<file path="src/rtl/gpm_pkg.sv">
// Behaviour
// - after five minutes without keypad activity, sleep, unless an unacknowledged fault exists; the code also stays awake while run_cmd is high.
// - asleep, all lamps and display are off and operating logic is held.
// - a button press while asleep only wakes the panel, never starts.
// - latched emergency stop stops the engine and blocks all start requests.
// - estop clears only by knob released, Stop, Reset, then a mode button.
// - the estop clearing sequence is taken only from local panel buttons.
// - short lamp test press lights every lamp for five seconds.
// - holding lamp test three seconds toggles the external panel lamp.
// - not-in-auto lamp is lit whenever mode is not Auto.
// - shutdown lamp latches, blocks start, clears by Stop then Reset once gone.
// - Reset clears faults; shutdown with persisting cause comes back at once.
// - after Reset a persisting warning stays raised but its display is hidden.
// - amber warning lamp follows any warning condition directly.
// - Auto button selects Auto; in Auto the run follows remote run input.
// - Stop selects Off, lights its lamp and shuts down a running engine.
// - Start within ten seconds of selecting Manual begins a start; else ignored.
// - without Start in ten seconds Manual falls back to Off; Manual lamp shown.
// - breaker close is permitted in Manual only, at speed and voltage.
// - breaker open button opens the breaker in Manual only.
// - running lamp lit only at rated speed and voltage, not warm-up or cool-down.
// - remote start lamp shows remote run; it acts only in Auto.
// - status Ready by default, Starting below idle, Running at rated speed.
// - shutdown fault drops load and stops with no cool-down; warning indicates only.
`default_nettype none
package gpm_pkg;
   localparam int CLK_HZ = 100_000_000;
   localparam int SLEEP_S = 300;
   localparam int LAMP_TEST_S = 5;
   localparam int HOLD_S = 3;
   localparam int MANUAL_S = 10;
   localparam int DEBOUNCE_MS = 10;
   localparam int DEBOUNCE_CYC = CLK_HZ / 1000 * DEBOUNCE_MS;
   localparam int RPM_60HZ = 1800;
   localparam int RPM_50HZ = 1500;
   localparam int RPM_W = 12;
   localparam int NBTN = 8;
   localparam int B_STOP = 0;
   localparam int B_MANUAL = 1;
   localparam int B_AUTO = 2;
   localparam int B_START = 3;
   localparam int B_RESET = 4;
   localparam int B_LAMP = 5;
   localparam int B_BRK_CLOSE = 6;
   localparam int B_BRK_OPEN = 7;
   typedef enum logic [1:0] {GPM_OFF, GPM_MANUAL, GPM_AUTO} gpm_mode_t;
   typedef enum logic [1:0] {GPM_READY, GPM_STARTING, GPM_RUNNING} gpm_status_t;
   typedef enum logic [1:0] {GPM_ES_CLEAR, GPM_ES_LATCHED, GPM_ES_ACKED, GPM_ES_RESET} gpm_es_t;
   typedef struct packed {
      logic not_auto;
      logic shutdown;
      logic warning;
      logic auto_sel;
      logic off_sel;
      logic manual_sel;
      logic running;
      logic remote;
   } gpm_lamps_t;
endpackage
`default_nettype wire

</file>
<file path="src/rtl/gpm_panel.sv">
`default_nettype none
module gpm_panel #(
   // five minutes of cycles exceeds 32 bits, so this one count is 64-bit
   parameter longint SLEEP_CYC = longint'(gpm_pkg::SLEEP_S) * gpm_pkg::CLK_HZ,
   parameter int LAMP_CYC = gpm_pkg::LAMP_TEST_S * gpm_pkg::CLK_HZ,
   parameter int HOLD_CYC = gpm_pkg::HOLD_S * gpm_pkg::CLK_HZ,
   parameter int MANUAL_CYC = gpm_pkg::MANUAL_S * gpm_pkg::CLK_HZ,
   parameter int DEB_CYC = gpm_pkg::DEBOUNCE_CYC,
   parameter int IDLE_RPM = 800,
   parameter int RPM_W = gpm_pkg::RPM_W
) (
   // clock and reset
   input wire logic pclk,
   input wire logic presetn,
   // panel buttons, raw
   input wire logic [gpm_pkg::NBTN-1:0] btn_raw,
   // emergency stop knob, high while pushed in
   input wire logic estop_in,
   // transfer switch
   input wire logic remote_run,
   // engine and fault conditions
   input wire logic shutdown_cond,
   input wire logic warning_cond,
   input wire logic [RPM_W-1:0] engine_rpm,
   input wire logic freq_50hz,
   input wire logic volt_ok,
   input wire logic warming,
   input wire logic cooling,
   // SAPB registers
   input wire logic psel,
   input wire logic penable,
   input wire logic pwrite,
   input wire logic [11:0] paddr,
   input wire logic [31:0] pwdata,
   output logic [31:0] prdata,
   output logic pready,
   output logic pslverr,
   // engine and breaker commands
   output logic run_cmd,
   output logic fast_stop,
   output logic brk_close_en,
   output logic brk_open_cmd,
   // indicators
   output gpm_pkg::gpm_lamps_t lamps,
   output logic ext_lamp,
   output logic display_on,
   output logic warn_display,
   output gpm_pkg::gpm_status_t status
);
   localparam logic [11:0] ADDR_CTRL = 12'h000;
   localparam logic [11:0] ADDR_STAT = 12'h004;

   logic [gpm_pkg::NBTN-1:0] s1, s2, deb, deb_d;
   logic [gpm_pkg::NBTN-1:0] press;
   genvar gi;
   generate
      for (gi = 0; gi < gpm_pkg::NBTN; gi++) begin : g_btn
         logic [31:0] dcnt;
         always_ff @(posedge pclk or negedge presetn) begin
            if (!presetn) begin
               dcnt <= 32'h0;
               deb[gi] <= 1'b0;
            end else if (s2[gi] == deb[gi]) begin
               dcnt <= 32'h0;
            end else if (dcnt >= 32'(DEB_CYC - 1)) begin
               dcnt <= 32'h0;
               deb[gi] <= s2[gi];
            end else begin
               dcnt <= dcnt + 32'h1;
            end
         end
      end
   endgenerate
   always_ff @(posedge pclk or negedge presetn) begin
      if (!presetn) begin
         s1 <= '0;
         s2 <= '0;
         deb_d <= '0;
      end else begin
         s1 <= btn_raw;
         s2 <= s1;
         deb_d <= deb;
      end
   end
   assign press = deb & ~deb_d;

   // sleep and wake: the waking press is swallowed
   logic asleep;
   logic [35:0] idle_cnt;
   logic fault_unack;
   wire any_press = |press;
   wire awake_press = any_press & ~asleep;
   wire p_stop = awake_press & press[gpm_pkg::B_STOP];
   wire p_man = awake_press & press[gpm_pkg::B_MANUAL];
   wire p_auto = awake_press & press[gpm_pkg::B_AUTO];
   wire p_start = awake_press & press[gpm_pkg::B_START];
   wire p_reset = awake_press & press[gpm_pkg::B_RESET];
   wire p_lamp = awake_press & press[gpm_pkg::B_LAMP];
   wire p_bclose = awake_press & press[gpm_pkg::B_BRK_CLOSE];
   wire p_bopen = awake_press & press[gpm_pkg::B_BRK_OPEN];
   wire sleep_due = idle_cnt >= 36'(SLEEP_CYC - 1);

   // emergency stop latch, cleared only by local buttons in order
   gpm_pkg::gpm_es_t es, next_es;
   wire es_latched = es != gpm_pkg::GPM_ES_CLEAR;
   wire p_mode = p_stop | p_man | p_auto;
   always_comb begin
      next_es = es;
      case (es)
         gpm_pkg::GPM_ES_CLEAR: if (estop_in) next_es = gpm_pkg::GPM_ES_LATCHED;
         gpm_pkg::GPM_ES_LATCHED: if (!estop_in && p_stop) next_es = gpm_pkg::GPM_ES_ACKED;
         gpm_pkg::GPM_ES_ACKED: if (p_reset) next_es = gpm_pkg::GPM_ES_RESET;
         gpm_pkg::GPM_ES_RESET: if (p_mode) next_es = gpm_pkg::GPM_ES_CLEAR;
         default: next_es = gpm_pkg::GPM_ES_LATCHED;
      endcase
      if (estop_in) next_es = gpm_pkg::GPM_ES_LATCHED;
   end

   // shutdown latch: Stop arms, Reset clears once cause gone
   logic sd_latch, sd_stop_seen, warn_hidden, sd_stop_req;
   wire sd_clear = p_reset & sd_stop_seen;

   // mode and manual window
   gpm_pkg::gpm_mode_t mode;
   logic [31:0] man_cnt;
   logic man_started;
   wire inhibit = es_latched | sd_latch | shutdown_cond;
   wire man_window = (mode == gpm_pkg::GPM_MANUAL) & ~man_started;
   wire man_timeout = man_window & (man_cnt >= 32'(MANUAL_CYC - 1));
   wire rated_rpm = freq_50hz ? (engine_rpm >= RPM_W'(gpm_pkg::RPM_50HZ)) :
                                (engine_rpm >= RPM_W'(gpm_pkg::RPM_60HZ));
   wire at_rated = rated_rpm & volt_ok;
   wire want_run = ~inhibit & ~asleep &
                   ((mode == gpm_pkg::GPM_AUTO & remote_run) |
                    (mode == gpm_pkg::GPM_MANUAL & man_started));
   wire fault_stop = es_latched | sd_latch | shutdown_cond;

   // lamp test
   logic [31:0] lt_cnt, hold_cnt;
   logic hold_done;
   wire lamp_test = lt_cnt != 32'h0;

   // control register from software: bit0 blocks remote run
   logic ctrl_remote_block;
   wire setup = psel & ~penable;
   wire acc = psel & penable;
   wire hit_ctrl = paddr == ADDR_CTRL;
   wire hit_stat = paddr == ADDR_STAT;
   wire bad = ~(hit_ctrl | hit_stat);
   wire [31:0] rd_val = hit_ctrl ? {31'h0, ctrl_remote_block} :
                        hit_stat ? {22'h0, es_latched, sd_latch, warn_hidden, asleep,
                                    status, 2'(mode), run_cmd, man_started} : 32'h0;

   always_ff @(posedge pclk or negedge presetn) begin
      if (!presetn) begin
         asleep <= 1'b0;
         idle_cnt <= 36'h0;
         fault_unack <= 1'b0;
      end else begin
         if (any_press) idle_cnt <= 36'h0;
         else if (!sleep_due) idle_cnt <= idle_cnt + 36'h1;
         if (any_press) asleep <= 1'b0;
         else if (sleep_due && !fault_unack && !run_cmd) asleep <= 1'b1;
         if (shutdown_cond || warning_cond || estop_in) fault_unack <= 1'b1;
         else if (p_reset) fault_unack <= 1'b0;
      end
   end

   always_ff @(posedge pclk or negedge presetn) begin
      if (!presetn) es <= gpm_pkg::GPM_ES_CLEAR;
      else es <= next_es;
   end

   always_ff @(posedge pclk or negedge presetn) begin
      if (!presetn) begin
         sd_latch <= 1'b0;
         sd_stop_seen <= 1'b0;
         warn_hidden <= 1'b0;
      end else begin
         if (shutdown_cond) sd_latch <= 1'b1;
         else if (sd_clear) sd_latch <= 1'b0;
         if (shutdown_cond || !sd_latch) sd_stop_seen <= 1'b0;
         else if (p_stop) sd_stop_seen <= 1'b1;
         if (!warning_cond) warn_hidden <= 1'b0;
         else if (p_reset) warn_hidden <= 1'b1;
      end
   end

   always_ff @(posedge pclk or negedge presetn) begin
      if (!presetn) begin
         mode <= gpm_pkg::GPM_OFF;
         man_cnt <= 32'h0;
         man_started <= 1'b0;
      end else if (!asleep) begin
         if (p_stop || man_timeout) begin
            mode <= gpm_pkg::GPM_OFF;
            man_started <= 1'b0;
         end else if (p_auto) begin
            mode <= gpm_pkg::GPM_AUTO;
            man_started <= 1'b0;
         end else if (p_man) begin
            mode <= gpm_pkg::GPM_MANUAL;
            man_cnt <= 32'h0;
            man_started <= 1'b0;
         end else if (man_window) begin
            if (p_start && !inhibit) man_started <= 1'b1;
            else man_cnt <= man_cnt + 32'h1;
         end
      end
   end

   always_ff @(posedge pclk or negedge presetn) begin
      if (!presetn) begin
         lt_cnt <= 32'h0;
         hold_cnt <= 32'h0;
         hold_done <= 1'b0;
         ext_lamp <= 1'b0;
      end else begin
         if (p_lamp) lt_cnt <= 32'(LAMP_CYC);
         else if (lamp_test) lt_cnt <= lt_cnt - 32'h1;
         if (!deb[gpm_pkg::B_LAMP] || asleep) begin
            hold_cnt <= 32'h0;
            hold_done <= 1'b0;
         end else if (!hold_done) begin
            if (hold_cnt >= 32'(HOLD_CYC - 1)) begin
               hold_done <= 1'b1;
               ext_lamp <= ~ext_lamp;
            end else begin
               hold_cnt <= hold_cnt + 32'h1;
            end
         end
      end
   end

   always_ff @(posedge pclk or negedge presetn) begin
      if (!presetn) begin
         run_cmd <= 1'b0;
         fast_stop <= 1'b0;
         brk_close_en <= 1'b0;
         brk_open_cmd <= 1'b0;
      end else begin
         // software block on remote run gates the run command in Auto only, so it also stops an engine already running in Auto
         run_cmd <= want_run & ~(mode == gpm_pkg::GPM_AUTO & ctrl_remote_block);
         fast_stop <= fault_stop;
         if (mode != gpm_pkg::GPM_MANUAL || !at_rated || fault_stop || p_bopen)
            brk_close_en <= 1'b0;
         else if (p_bclose) brk_close_en <= 1'b1;
         brk_open_cmd <= (p_bopen & mode == gpm_pkg::GPM_MANUAL) | fault_stop;
      end
   end

   always_ff @(posedge pclk or negedge presetn) begin
      if (!presetn) begin
         lamps <= '0;
         display_on <= 1'b0;
         warn_display <= 1'b0;
         status <= gpm_pkg::GPM_READY;
      end else begin
         display_on <= ~asleep;
         warn_display <= ~asleep & warning_cond & ~warn_hidden;
         if (engine_rpm == '0) status <= gpm_pkg::GPM_READY;
         else if (at_rated) status <= gpm_pkg::GPM_RUNNING;
         else if (engine_rpm < RPM_W'(IDLE_RPM)) status <= gpm_pkg::GPM_STARTING;
         if (asleep) lamps <= '0;
         else if (lamp_test) lamps <= '1;
         else begin
            lamps.not_auto <= mode != gpm_pkg::GPM_AUTO;
            lamps.shutdown <= sd_latch | shutdown_cond | es_latched;
            lamps.warning <= warning_cond;
            lamps.auto_sel <= mode == gpm_pkg::GPM_AUTO;
            lamps.off_sel <= mode == gpm_pkg::GPM_OFF;
            lamps.manual_sel <= mode == gpm_pkg::GPM_MANUAL;
            lamps.running <= at_rated & ~warming & ~cooling;
            lamps.remote <= remote_run;
         end
      end
   end

   // APB slave, zero wait states
   always_ff @(posedge pclk or negedge presetn) begin
      if (!presetn) begin
         ctrl_remote_block <= 1'b0;
         prdata <= 32'h0;
         pready <= 1'b0;
         pslverr <= 1'b0;
      end else begin
         pready <= setup;
         pslverr <= setup & bad;
         if (setup && !pwrite) prdata <= rd_val;
         if (acc && pwrite && hit_ctrl) ctrl_remote_block <= pwdata[0];
      end
   end
endmodule
`default_nettype wire

</file>
<file path="config.mk">
export PLATFORM = sky130hd
export DESIGN_NAME = gpm_panel
export DESIGN_NICKNAME = d
export VERILOG_FILES = /design/src/rtl/gpm_pkg.sv /design/src/rtl/gpm_panel.sv
export SDC_FILE = /design/constraint.sdc
export NUM_CORES = 1
export LEC_CHECK = 0
export BUFFER_PORTS_ARGS = -buffer_cell sky130_fd_sc_hd__buf_2
export CAP_MARGIN = 10
export CORE_ASPECT_RATIO = 1.1
export CORE_MARGIN = 10
export CORE_UTILIZATION = 45
export CTS_BUF_LIST = sky130_fd_sc_hd__clkbuf_8
export DETAILED_ROUTE_END_ITERATION = 16
export SLEW_MARGIN = 20
export SYNTH_ARGS = -nofsm -noshare
export SYNTH_HDL_FRONTEND = slang
export SYNTH_SLANG_ARGS = --single-unit
</file>
<file path="constraint.sdc">
create_clock -name pclk -period 3.41 [get_ports pclk]
set_input_delay 0.341 -clock pclk [delete_from_list [all_inputs] [get_ports pclk]]
set_output_delay 0.341 -clock pclk [all_outputs]
set_load 0.05 [all_outputs]
</file>
# Yosys cells after proc, flatten, opt, wreduce, memory -nomap -nowiden
# Cells that the tools add are included.
# word_totals
out_inout_bits	51
in_bits	77
latchBits	0
memories	0
mem_bits_ro	0
ramBits	0
wordCells	280
ff_bits	483
# op_classes
mux	62
bitwise	60
shifts	0
add_sub_neg	12
n_lt_le_gt_ge	14
eq_ne	25
reduce_logical	55
mul	0
div_mod_pow	0
# op_table
op	n
$mux 32	24
$add 32x1->32 const B	10
$ge 32x20->1 const B	8
$mux 36	2
$add 36x1->36 const B	1
$ge 36x35->1 const B	1
$ge 32x29->1 const B	1
$ge 32x30->1 const B	1
$reduce_bool 32->1	1
$sub 32x1->32 const B	1
$and 1x1->1	27
$ge 12x11->1 const B	2
$logic_not 12->1	2
$not 1->1	22
$mux 1	21
$mux 10	2
$mux 2	10
$reduce_and 2->1	10
$mux 8	2
$reduce_bool 2->1	8
$eq 12x3->1 const B	1
$lt 12x10->1 const B	1
$ne 2x2->1 const B	5
$ne 3x3->1 const B	3
other kinds (18)	62

# Depth between registers and ports, before layout
# Gate-level depths: netlist of the first run.
# depth
word_depth	11
mapped_depth	10
ltp_nobuf	7

# Least setup slack after synthesis of the first run
# OpenSTA, ideal clock, no wires.
# synth_path
path_kind	register to register
start	register idle_cnt[25]
end	register idle_cnt[31]
n_path_buf	2
slack_ns	0.934
t_arrival_ns	2.398
stages_incl_launch_ff	9
required_time_ns	3.332
setup_ns	0.078
synth_period_minus_slack_ns	2.476
path_cell_list	dfrtp_1 -> or4_1 -> nand4bb_1 -> a311oi_1 -> buf_4 -> nor3_2 -> buf_6 -> or4_1 -> a21oi_1
# synth_via
elab_chain_len	3
word_cells_on_any_way	5
cone_classes	add/sub: 1; order compare: 1; eq/ne: 1; mux: 2
# synth_rtl
item	line_no	rtl
from (decl)	gpm_panel.sv:89	logic [35:0] idle_cnt;
from (signal assigned)	gpm_panel.sv:161	else if (!sleep_due) idle_cnt <= idle_cnt + 36'h1;
$add 36x1->36	gpm_panel.sv:161	
$mux 36	gpm_panel.sv:161	
$mux 36	gpm_panel.sv:160	if (any_press) idle_cnt <= 36'h0;
# Several ways; a longest one is shown, not always the timed one. The select of a mux whose other input is x is not followed.
# A chain may end at the register's enable or synchronous reset.

# Final worst setup path of the first run
# layout_path
start	register idle_cnt[24]
end	register idle_cnt[29]
# Same word-level chain as after synthesis.

==> flow_metrics.env, run 1 <==
export IMPL_final_nets=2294
export IMPL_synth_top_area_share_pct=56.74
export IMPL_synth_edf_count=0
export IMPL_hold_class="in2reg"
export IMPL_finalSetupViolations=0
export IMPL_clk_pin_slew_ns=0.06
export IMPL_drt_iter0_markers=686
export IMPL_yosys_area_top_type="dfrtp_1"
export IMPL_end_kind="register"
export IMPL_min_to="status[0]$_DFFE_PN0P_"
export IMPL_crit_required_ns=3.96
export IMPL_placedInstanceArea_um2=21790
export IMPL_final_area_um2=23720
export IMPL_synth_most_common_cell="dfrtp_1"
export IMPL_dieArea_um2=54090
export IMPL_min_delay_start="engine_rpm[1]"
export IMPL_rows=81
export IMPL_final_util_pct=53.19
export IMPL_synth_area_leaders="dfrtp_1 57%, nor2_1 5.2%, xor2_1 5.1%"
export IMPL_syn2layout_area_growth_pct=16.67
export IMPL_async_flop_share_pct=100.0
export IMPL_grt_usage_pct=14.96
export IMPL_cts_setup_buffers=0
export IMPL_r2r_start="idle_cnt[24]$_DFFE_PN0P_"
export IMPL_overflow=0
export IMPL_wire_per_inst_um=14.27
export IMPL_drv_cap=0
export IMPL_regArea_um2=11540
export IMPL_p_per_area_nw_per_um2=492.6
export IMPL_syn_area_per_cell_um2=10.35
export IMPL_die_h_um=242.9
export IMPL_fin_ws_ns=0.6336
export IMPL_fp_dieW_um=222.7
export IMPL_ys_seq_area_share_pct=56.74
export IMPL_startpoint_type="register"
export IMPL_period_share_pct=81.42
export IMPL_core_um2=44590
export IMPL_grt_pass1_vias=14810
export IMPL_hold_path_cell_count=5
export IMPL_vias_per_cell=5.202
export IMPL_synthCells=1965
export IMPL_drt_wl_total_um=40560
export IMPL_worstMarginPinSlew_ns=1.034
export IMPL_cts_num_sinks=461
export IMPL_first_pass_iters=5
export IMPL_nFillCells=3995
export IMPL_period_minus_slack_ns=2.776
export IMPL_grt_start_max_net_pins=101
export IMPL_hpwl_um=26660
export IMPL_hold_slack_ns=0.04504
export IMPL_status="completed"
export IMPL_drc=0
export IMPL_syn_cell_area_um2=20330
export IMPL_pre_cts_slack_ns=0.6535
export IMPL_r2r_worst_path_cells=8
export IMPL_path_max_fanout=17
export IMPL_synthTopCellsByCount="461 x dfrtp_1, 281 x nor2_1, 121 x nand2_1"
export IMPL_maxSlewViolCount=0
export IMPL_hold_viol=0
export IMPL_slew_headroom_pct=30.80
export IMPL_finClkSkew_ns=0.02904
export IMPL_cts_buffers=79
export IMPL_regToRegSetupSlack_ns=0.63
export IMPL_grt_pass1_wl_um=70170
export IMPL_vias=14780
export IMPL_cp_arrival_ns=3.33
export IMPL_multi_input_area_um2=8643
export IMPL_worstSetupPathType="reg2reg"
export IMPL_ys_warnings_count=0
export IMPL_ys_seq_elements=461
export IMPL_gp_congestion=0.8082
export IMPL_peakVddDrop_mv=0.2281
export IMPL_ctsRootBufferMaster="clkbuf_8"
export IMPL_detail_route_antenna_nets=0
export IMPL_rsz0062_at_grt="false"
export IMPL_drive_gt1_share_pct=11.23
export IMPL_io_buffers=74
export IMPL_worstSkewPairLatency_ns=0.66
export IMPL_initial_core_util_pct=45.59
export IMPL_fin_setup_tns_ns=0
export IMPL_cts_tree="done"
export IMPL_ys_types=66
export IMPL_ioPinCount=128
export IMPL_leakage_nw=9.961
export IMPL_htreeDepth=3
export IMPL_r2r_end="idle_cnt[29]$_DFFE_PN0P_"
export IMPL_cts_path_max_buffers=3
export IMPL_yosys_most_used_dff="dfrtp_1"
export IMPL_antenna_found_initial=0
export IMPL_fmax_mhz=360.2
export IMPL_diodes=0
==> sequential cells by signal (all words and copies together), names as in the netlist, 8 cells and up <==
| signal | cells |
|---|---|
| lt_cnt | 32 |
| man_cnt | 32 |
| s2 | 8 |
| s1 | 8 |
| prdata | 10 |
| lamps | 8 |
| g_btn.dcnt | 256 |
| idle_cnt | 36 |
| deb | 8 |
| deb_d | 8 |
| hold_cnt | 32 |
==> cells in the final DEF (no fill, tap or decap), types with 10 or more instances in the layout <==
| cell type | count |
|---|---|
| a21oi_1 | 67 |
| o21a_1 | 10 |
| clkinv_2 | 10 |
| ha_1 | 12 |
| o21ai_0 | 80 |
| nor4_1 | 56 |
| dlygate4sd3_1 | 20 |
| or4_1 | 32 |
| nor2_1 | 281 |
| and2_1 | 10 |
| conb_1 | 118 |
| a2111oi_0 | 10 |
| nand3_1 | 119 |
| xnor2_1 | 75 |
| o31ai_1 | 36 |
| buf_2 | 73 |
| o211ai_1 | 14 |
| dfrtp_1 | 461 |
| a31oi_1 | 15 |
| buf_4 | 31 |
| inv_1 | 58 |
| or3_1 | 33 |
| nand4_1 | 52 |
| nand2_1 | 121 |
| xor2_1 | 119 |
| clkbuf_8 | 99 |
| and3_1 | 49 |
| nand2b_1 | 12 |
| nor3_1 | 42 |
| and4_1 | 25 |
==> final cells by class <==
cell class	instances	area share, %
clock inverters	38	1.556
flip-flops and latches	461	48.63
well taps	581	3.065
multi-input cells	1488	36.44
repair buffers	130	3.851
clock buffers	99	5.744
inverters	45	0.7121
==> worst max-delay path: stages, from the launching register on <==
cell	delay (ns)
dfrtp_1	0.43
or4_1	0.56
nand4bb_1	0.21
a311oi_1	0.26
buf_4	0.22
nor3_2	0.11
buf_4	0.23
or4_1	0.51
a21oi_1	0.15
==> repair_timing <==
action,CTS,global route
hold buffers,20,0
gates resized for setup,0,0
endpoints found under the hold margin,117,0
==> how the worst max path moves through the flow <==
stage	to	slack [ns]	from	cells past startpoint
detailed placement	man_cnt[6]$_DFFE_PN0P_	0.65	man_cnt[12]$_DFFE_PN0P_	7
CTS	idle_cnt[29]$_DFFE_PN0P_	0.64	idle_cnt[24]$_DFFE_PN0P_	8
finish	idle_cnt[29]$_DFFE_PN0P_	0.63	idle_cnt[24]$_DFFE_PN0P_	8
global placement	lt_cnt[9]$_DFFE_PN0P_	0.70	lt_cnt[12]$_DFFE_PN0P_	6
floorplan	idle_cnt[31]$_DFFE_PN0P_	0.93	idle_cnt[25]$_DFFE_PN0P_	8
global route	idle_cnt[29]$_DFFE_PN0P_	0.41	idle_cnt[20]$_DFFE_PN0P_	8
==> cell families after synthesis <==
group	Yosys count	synth area share, %
flops	461	56.74
fa+ha+maj	12	0.7385
simple gates	867	21.52
compound gates	284	8.967
mux	13	0.6954
other cells	1	0.01844
xor+xnor	194	8.357
buf+inv	133	2.960
==> metal layers <==
layer / track usage [%] / wire [um] / vias up
met5: 0 / 0 / -
met4: 5.508 / 756 / 0
met3: 2.801 / 1488 / 63
met2: 25.09 / 19790 / 197
met1: 18.88 / 18530 / 7204
li1: - / - / 7319
==> through the flow <==
stage,instances,power [mW]
after floorplan,2082,6.138
after global placement,2685,6.365
after detailed placement,2685,6.387
after CTS,2842,11.90
after global routing,2842,12.24
final,2842,11.68
==> report_power, final <==
| group | switching (mW) | total (mW) | internal, mW |
|---|---|---|---|
| sequential | 0.102 | 5.72 | 5.62 |
| clock | 2.28 | 5.39 | 3.11 |
| combinational | 0.393 | 0.575 | 0.182 |
| total | 2.78 | 11.7 | 8.91 |
No activity file was read; power rests on OpenSTA's default activity.
==> inputs of run 2 (changes only) <==
- ABC_AREA: default -> 1
- clock period: 3.41 -> 2.3 ns (I/O delays scaled with it)
==> flow_metrics.env, run 2 <==
export IMPL_ys_warnings_count=0
export IMPL_yosys_area_top_type="dfrtp_1"
export IMPL_grt_usage_pct=17.22
export IMPL_syn_area_per_cell_um2=8.024
export IMPL_core_um2=51050
export IMPL_final_area_um2=26630
export IMPL_synth_most_common_cell="nand2_1"
export IMPL_path_max_fanout=3
export IMPL_syn2layout_area_growth_pct=15.32
export IMPL_synth_top_area_share_pct=49.96
export IMPL_synth_area_leaders="dfrtp_1 50%, nand2_1 12%, nor2_1 8.6%"
export IMPL_drt_iter0_markers=1040
export IMPL_r2r_end="man_cnt[11]$_DFFE_PN0P_"
export IMPL_hpwl_um=36950
export IMPL_layout_common_cells="721 x nand2_1, 528 x nor2_1, 461 x dfrtp_1, 283 x inv_1, 167 x nand3_1"
export IMPL_hold_slack_ns=0.04294
export IMPL_ys_types=50
export IMPL_syn_cell_area_um2=23090
export IMPL_io_buffers=74
export IMPL_cts_buffers=79
export IMPL_drt_wl_total_um=52030
export IMPL_worstSetupPathType="in2reg"
export IMPL_cts_tree="done"
export IMPL_startpoint_type="primary input"
export IMPL_ioPinCount=128
export IMPL_overflow=0
export IMPL_regMostFlops="g_btn.dcnt"
export IMPL_placedInstanceArea_um2=24730
export IMPL_worstMarginPinSlew_ns=0.7138
export IMPL_min_to="status[1]$_DFFE_PN0P_"
export IMPL_detail_route_antenna_nets=0
export IMPL_hold_viol=0
export IMPL_diodes=0
export IMPL_drive_gt1_share_pct=10.56
export IMPL_ys_seq_area_share_pct=49.96
export IMPL_largest_register_ffs=256
export IMPL_maxSlewViolCount=0
export IMPL_end_kind="register"
export IMPL_synthTopCellsByCount="721 x nand2_1, 529 x nor2_1, 461 x dfrtp_1"
export IMPL_min_delay_start="engine_rpm[10]"
export IMPL_slew_headroom_pct=52.36
export IMPL_grt_pass1_wl_um=89260
export IMPL_worstSkewPairLatency_ns=0.66
export IMPL_gp_congestion=0.9232
export IMPL_leakage_nw=12.01
export IMPL_cp_arrival_ns=2.73
export IMPL_final_util_pct=52.16
export IMPL_final_nets=3239
export IMPL_reg_top3="g_btn.dcnt (256), idle_cnt (36)"
export IMPL_period_share_pct=95.53
export IMPL_htreeDepth=3
export IMPL_p_per_area_nw_per_um2=651.3
export IMPL_ctsRootBufferMaster="clkbuf_8"
export IMPL_regToRegSetupSlack_ns=0.17
export IMPL_grt_pass1_vias=18880
export IMPL_vias=18890
export IMPL_fmax_mhz=455.1
export IMPL_r2r_start="deb[6]$_DFFE_PN0P_"
export IMPL_rows=87
export IMPL_cts_path_max_buffers=3
export IMPL_finalSetupViolations=0
export IMPL_async_flop_share_pct=100.0
export IMPL_status="completed"
export IMPL_r2r_worst_path_cells=9
export IMPL_crit_required_ns=2.83
export IMPL_hold_path_cell_count=5
export IMPL_cts_num_sinks=461
export IMPL_fin_setup_tns_ns=0
export IMPL_peakVddDrop_mv=0.4555
export IMPL_period_minus_slack_ns=2.197
export IMPL_vias_per_cell=4.874
export IMPL_finClkSkew_ns=0.03066
export IMPL_ys_seq_elements=461
export IMPL_die_h_um=257.6
export IMPL_first_pass_iters=5
export IMPL_wire_per_inst_um=13.42
export IMPL_dieArea_um2=60790
export IMPL_initial_core_util_pct=45.23
export IMPL_cts_setup_buffers=0
export IMPL_antenna_found_initial=0
export IMPL_synth_edf_count=0
export IMPL_grt_start_max_net_pins=65
export IMPL_fp_dieW_um=236.0
export IMPL_nFillCells=4910
export IMPL_final_common_cell="nand2_1"
export IMPL_drc=0
export IMPL_clk_pin_slew_ns=0.06
export IMPL_rsz0062_at_grt="true"
export IMPL_hold_class="in2reg"
export IMPL_synthCells=2878
export IMPL_yosys_most_used_dff="dfrtp_1"
export IMPL_drv_cap=0
[run 2: cell count changes after synthesis, sizes merged, moves of 43 or more]
cell / before / now
nand4: 52 / 95
nand3: 119 / 181
inv: 45 / 277
nand2: 121 / 727
nor3: 43 / 100
nor2: 281 / 544
[run 2: cell families after synthesis]
| kind of cell | share of synthesized area [%] |
|---|---|
| AOI/OAI and AO/OA | 3.413 |
| and+or+nand+nor | 32.50 |
| adders and majority gates | 0.6502 |
| xor gates and xnor gates | 6.713 |
| buffers and inverters | 6.697 |
| DFF | 49.96 |
| muxes | 0.04876 |
| other | 0.01624 |
[run 2: worst max path at each step]
| stage | startpoint | end | slack, ns | cells past startpoint |
|---|---|---|---|---|
| after detailed placement | man_cnt[0]$_DFFE_PN0P_ | man_cnt[11]$_DFFE_PN0P_ | 0.18 | 11 |
| after global placement | man_cnt[0]$_DFFE_PN0P_ | man_cnt[30]$_DFFE_PN0P_ | 0.22 | 11 |
| after CTS | engine_rpm[0] | status[0]$_DFFE_PN0P_ | 0.05 | 9 |
| after global routing | man_cnt[0]$_DFFE_PN0P_ | man_cnt[10]$_DFFE_PN0P_ | -0.04 | 11 |
| after floorplan | lt_cnt[0]$_DFFE_PN0P_ | lt_cnt[13]$_DFFE_PN0P_ | 0.52 | 8 |
| final | paddr[3] | ctrl_remote_block$_DFFE_PN0P_ | 0.10 | 9 |
[run 2: area by class of cell]
type	count	area, um2	area share [%]
multi-input combinational	2173	10460	39.26
clock inverter	45	306.5	1.151
tap	667	834.6	3.134
inverter	277	1046	3.928
clock buffer	95	1308	4.910
timing repair buffer	158	1144	4.294
sequential	461	11540	43.32
[run 2: worst max-delay path, cell delays in order]
cell and delay (ns):
dlygate4sd3_1 0.53, buf_2 0.12, nor3_2 0.14, dlygate4sd3_1 0.59, nand3_1 0.09, inv_2 0.09, nand4_1 0.09, mux2_2 0.28
dlygate4sd3_1 0.57
[run 2: per-stage QoR]
step / total power [mW] / worst slack, ns / cells
finish: 17.35 / 0.1029 / 3876
global route: 18.24 / -0.04141 / 3876
CTS: 17.68 / 0.04760 / 3877
detailed placement: 9.965 / 0.1842 / 3708
global placement: 9.943 / 0.2215 / 3708
floorplan: 9.468 / 0.5157 / 2995
[run 2: power breakdown]
group / leakage [nW] / internal (mW) / switching (mW)
Combinational: 5.13 / 0.404 / 0.899
Sequential: 5.98 / 8.37 / 0.183
Clock: 0.906 / 4.11 / 3.39
Total: 12.0 / 12.9 / 4.47
[run 2: repair_timing]
item | 4_1_cts | 5_1_grt
gates resized for setup | 0 | 3
setup endpoints to repair | 0 | 38
endpoints found under the hold margin | 239 | 0
hold buffers | 29 | 0
[run 2: routing by layer]
| layer | track usage [%] | vias up | share of wire, % |
|---|---|---|---|
| li1 | - | 9594 | - |
| met1 | 21.35 | 8884 | 45 |
| met2 | 29.80 | 333 | 48 |
| met3 | 3.207 | 82 | 4.6 |
| met4 | 5.576 | 0 | 2.0 |
| met5 | 0 | - | 0 |
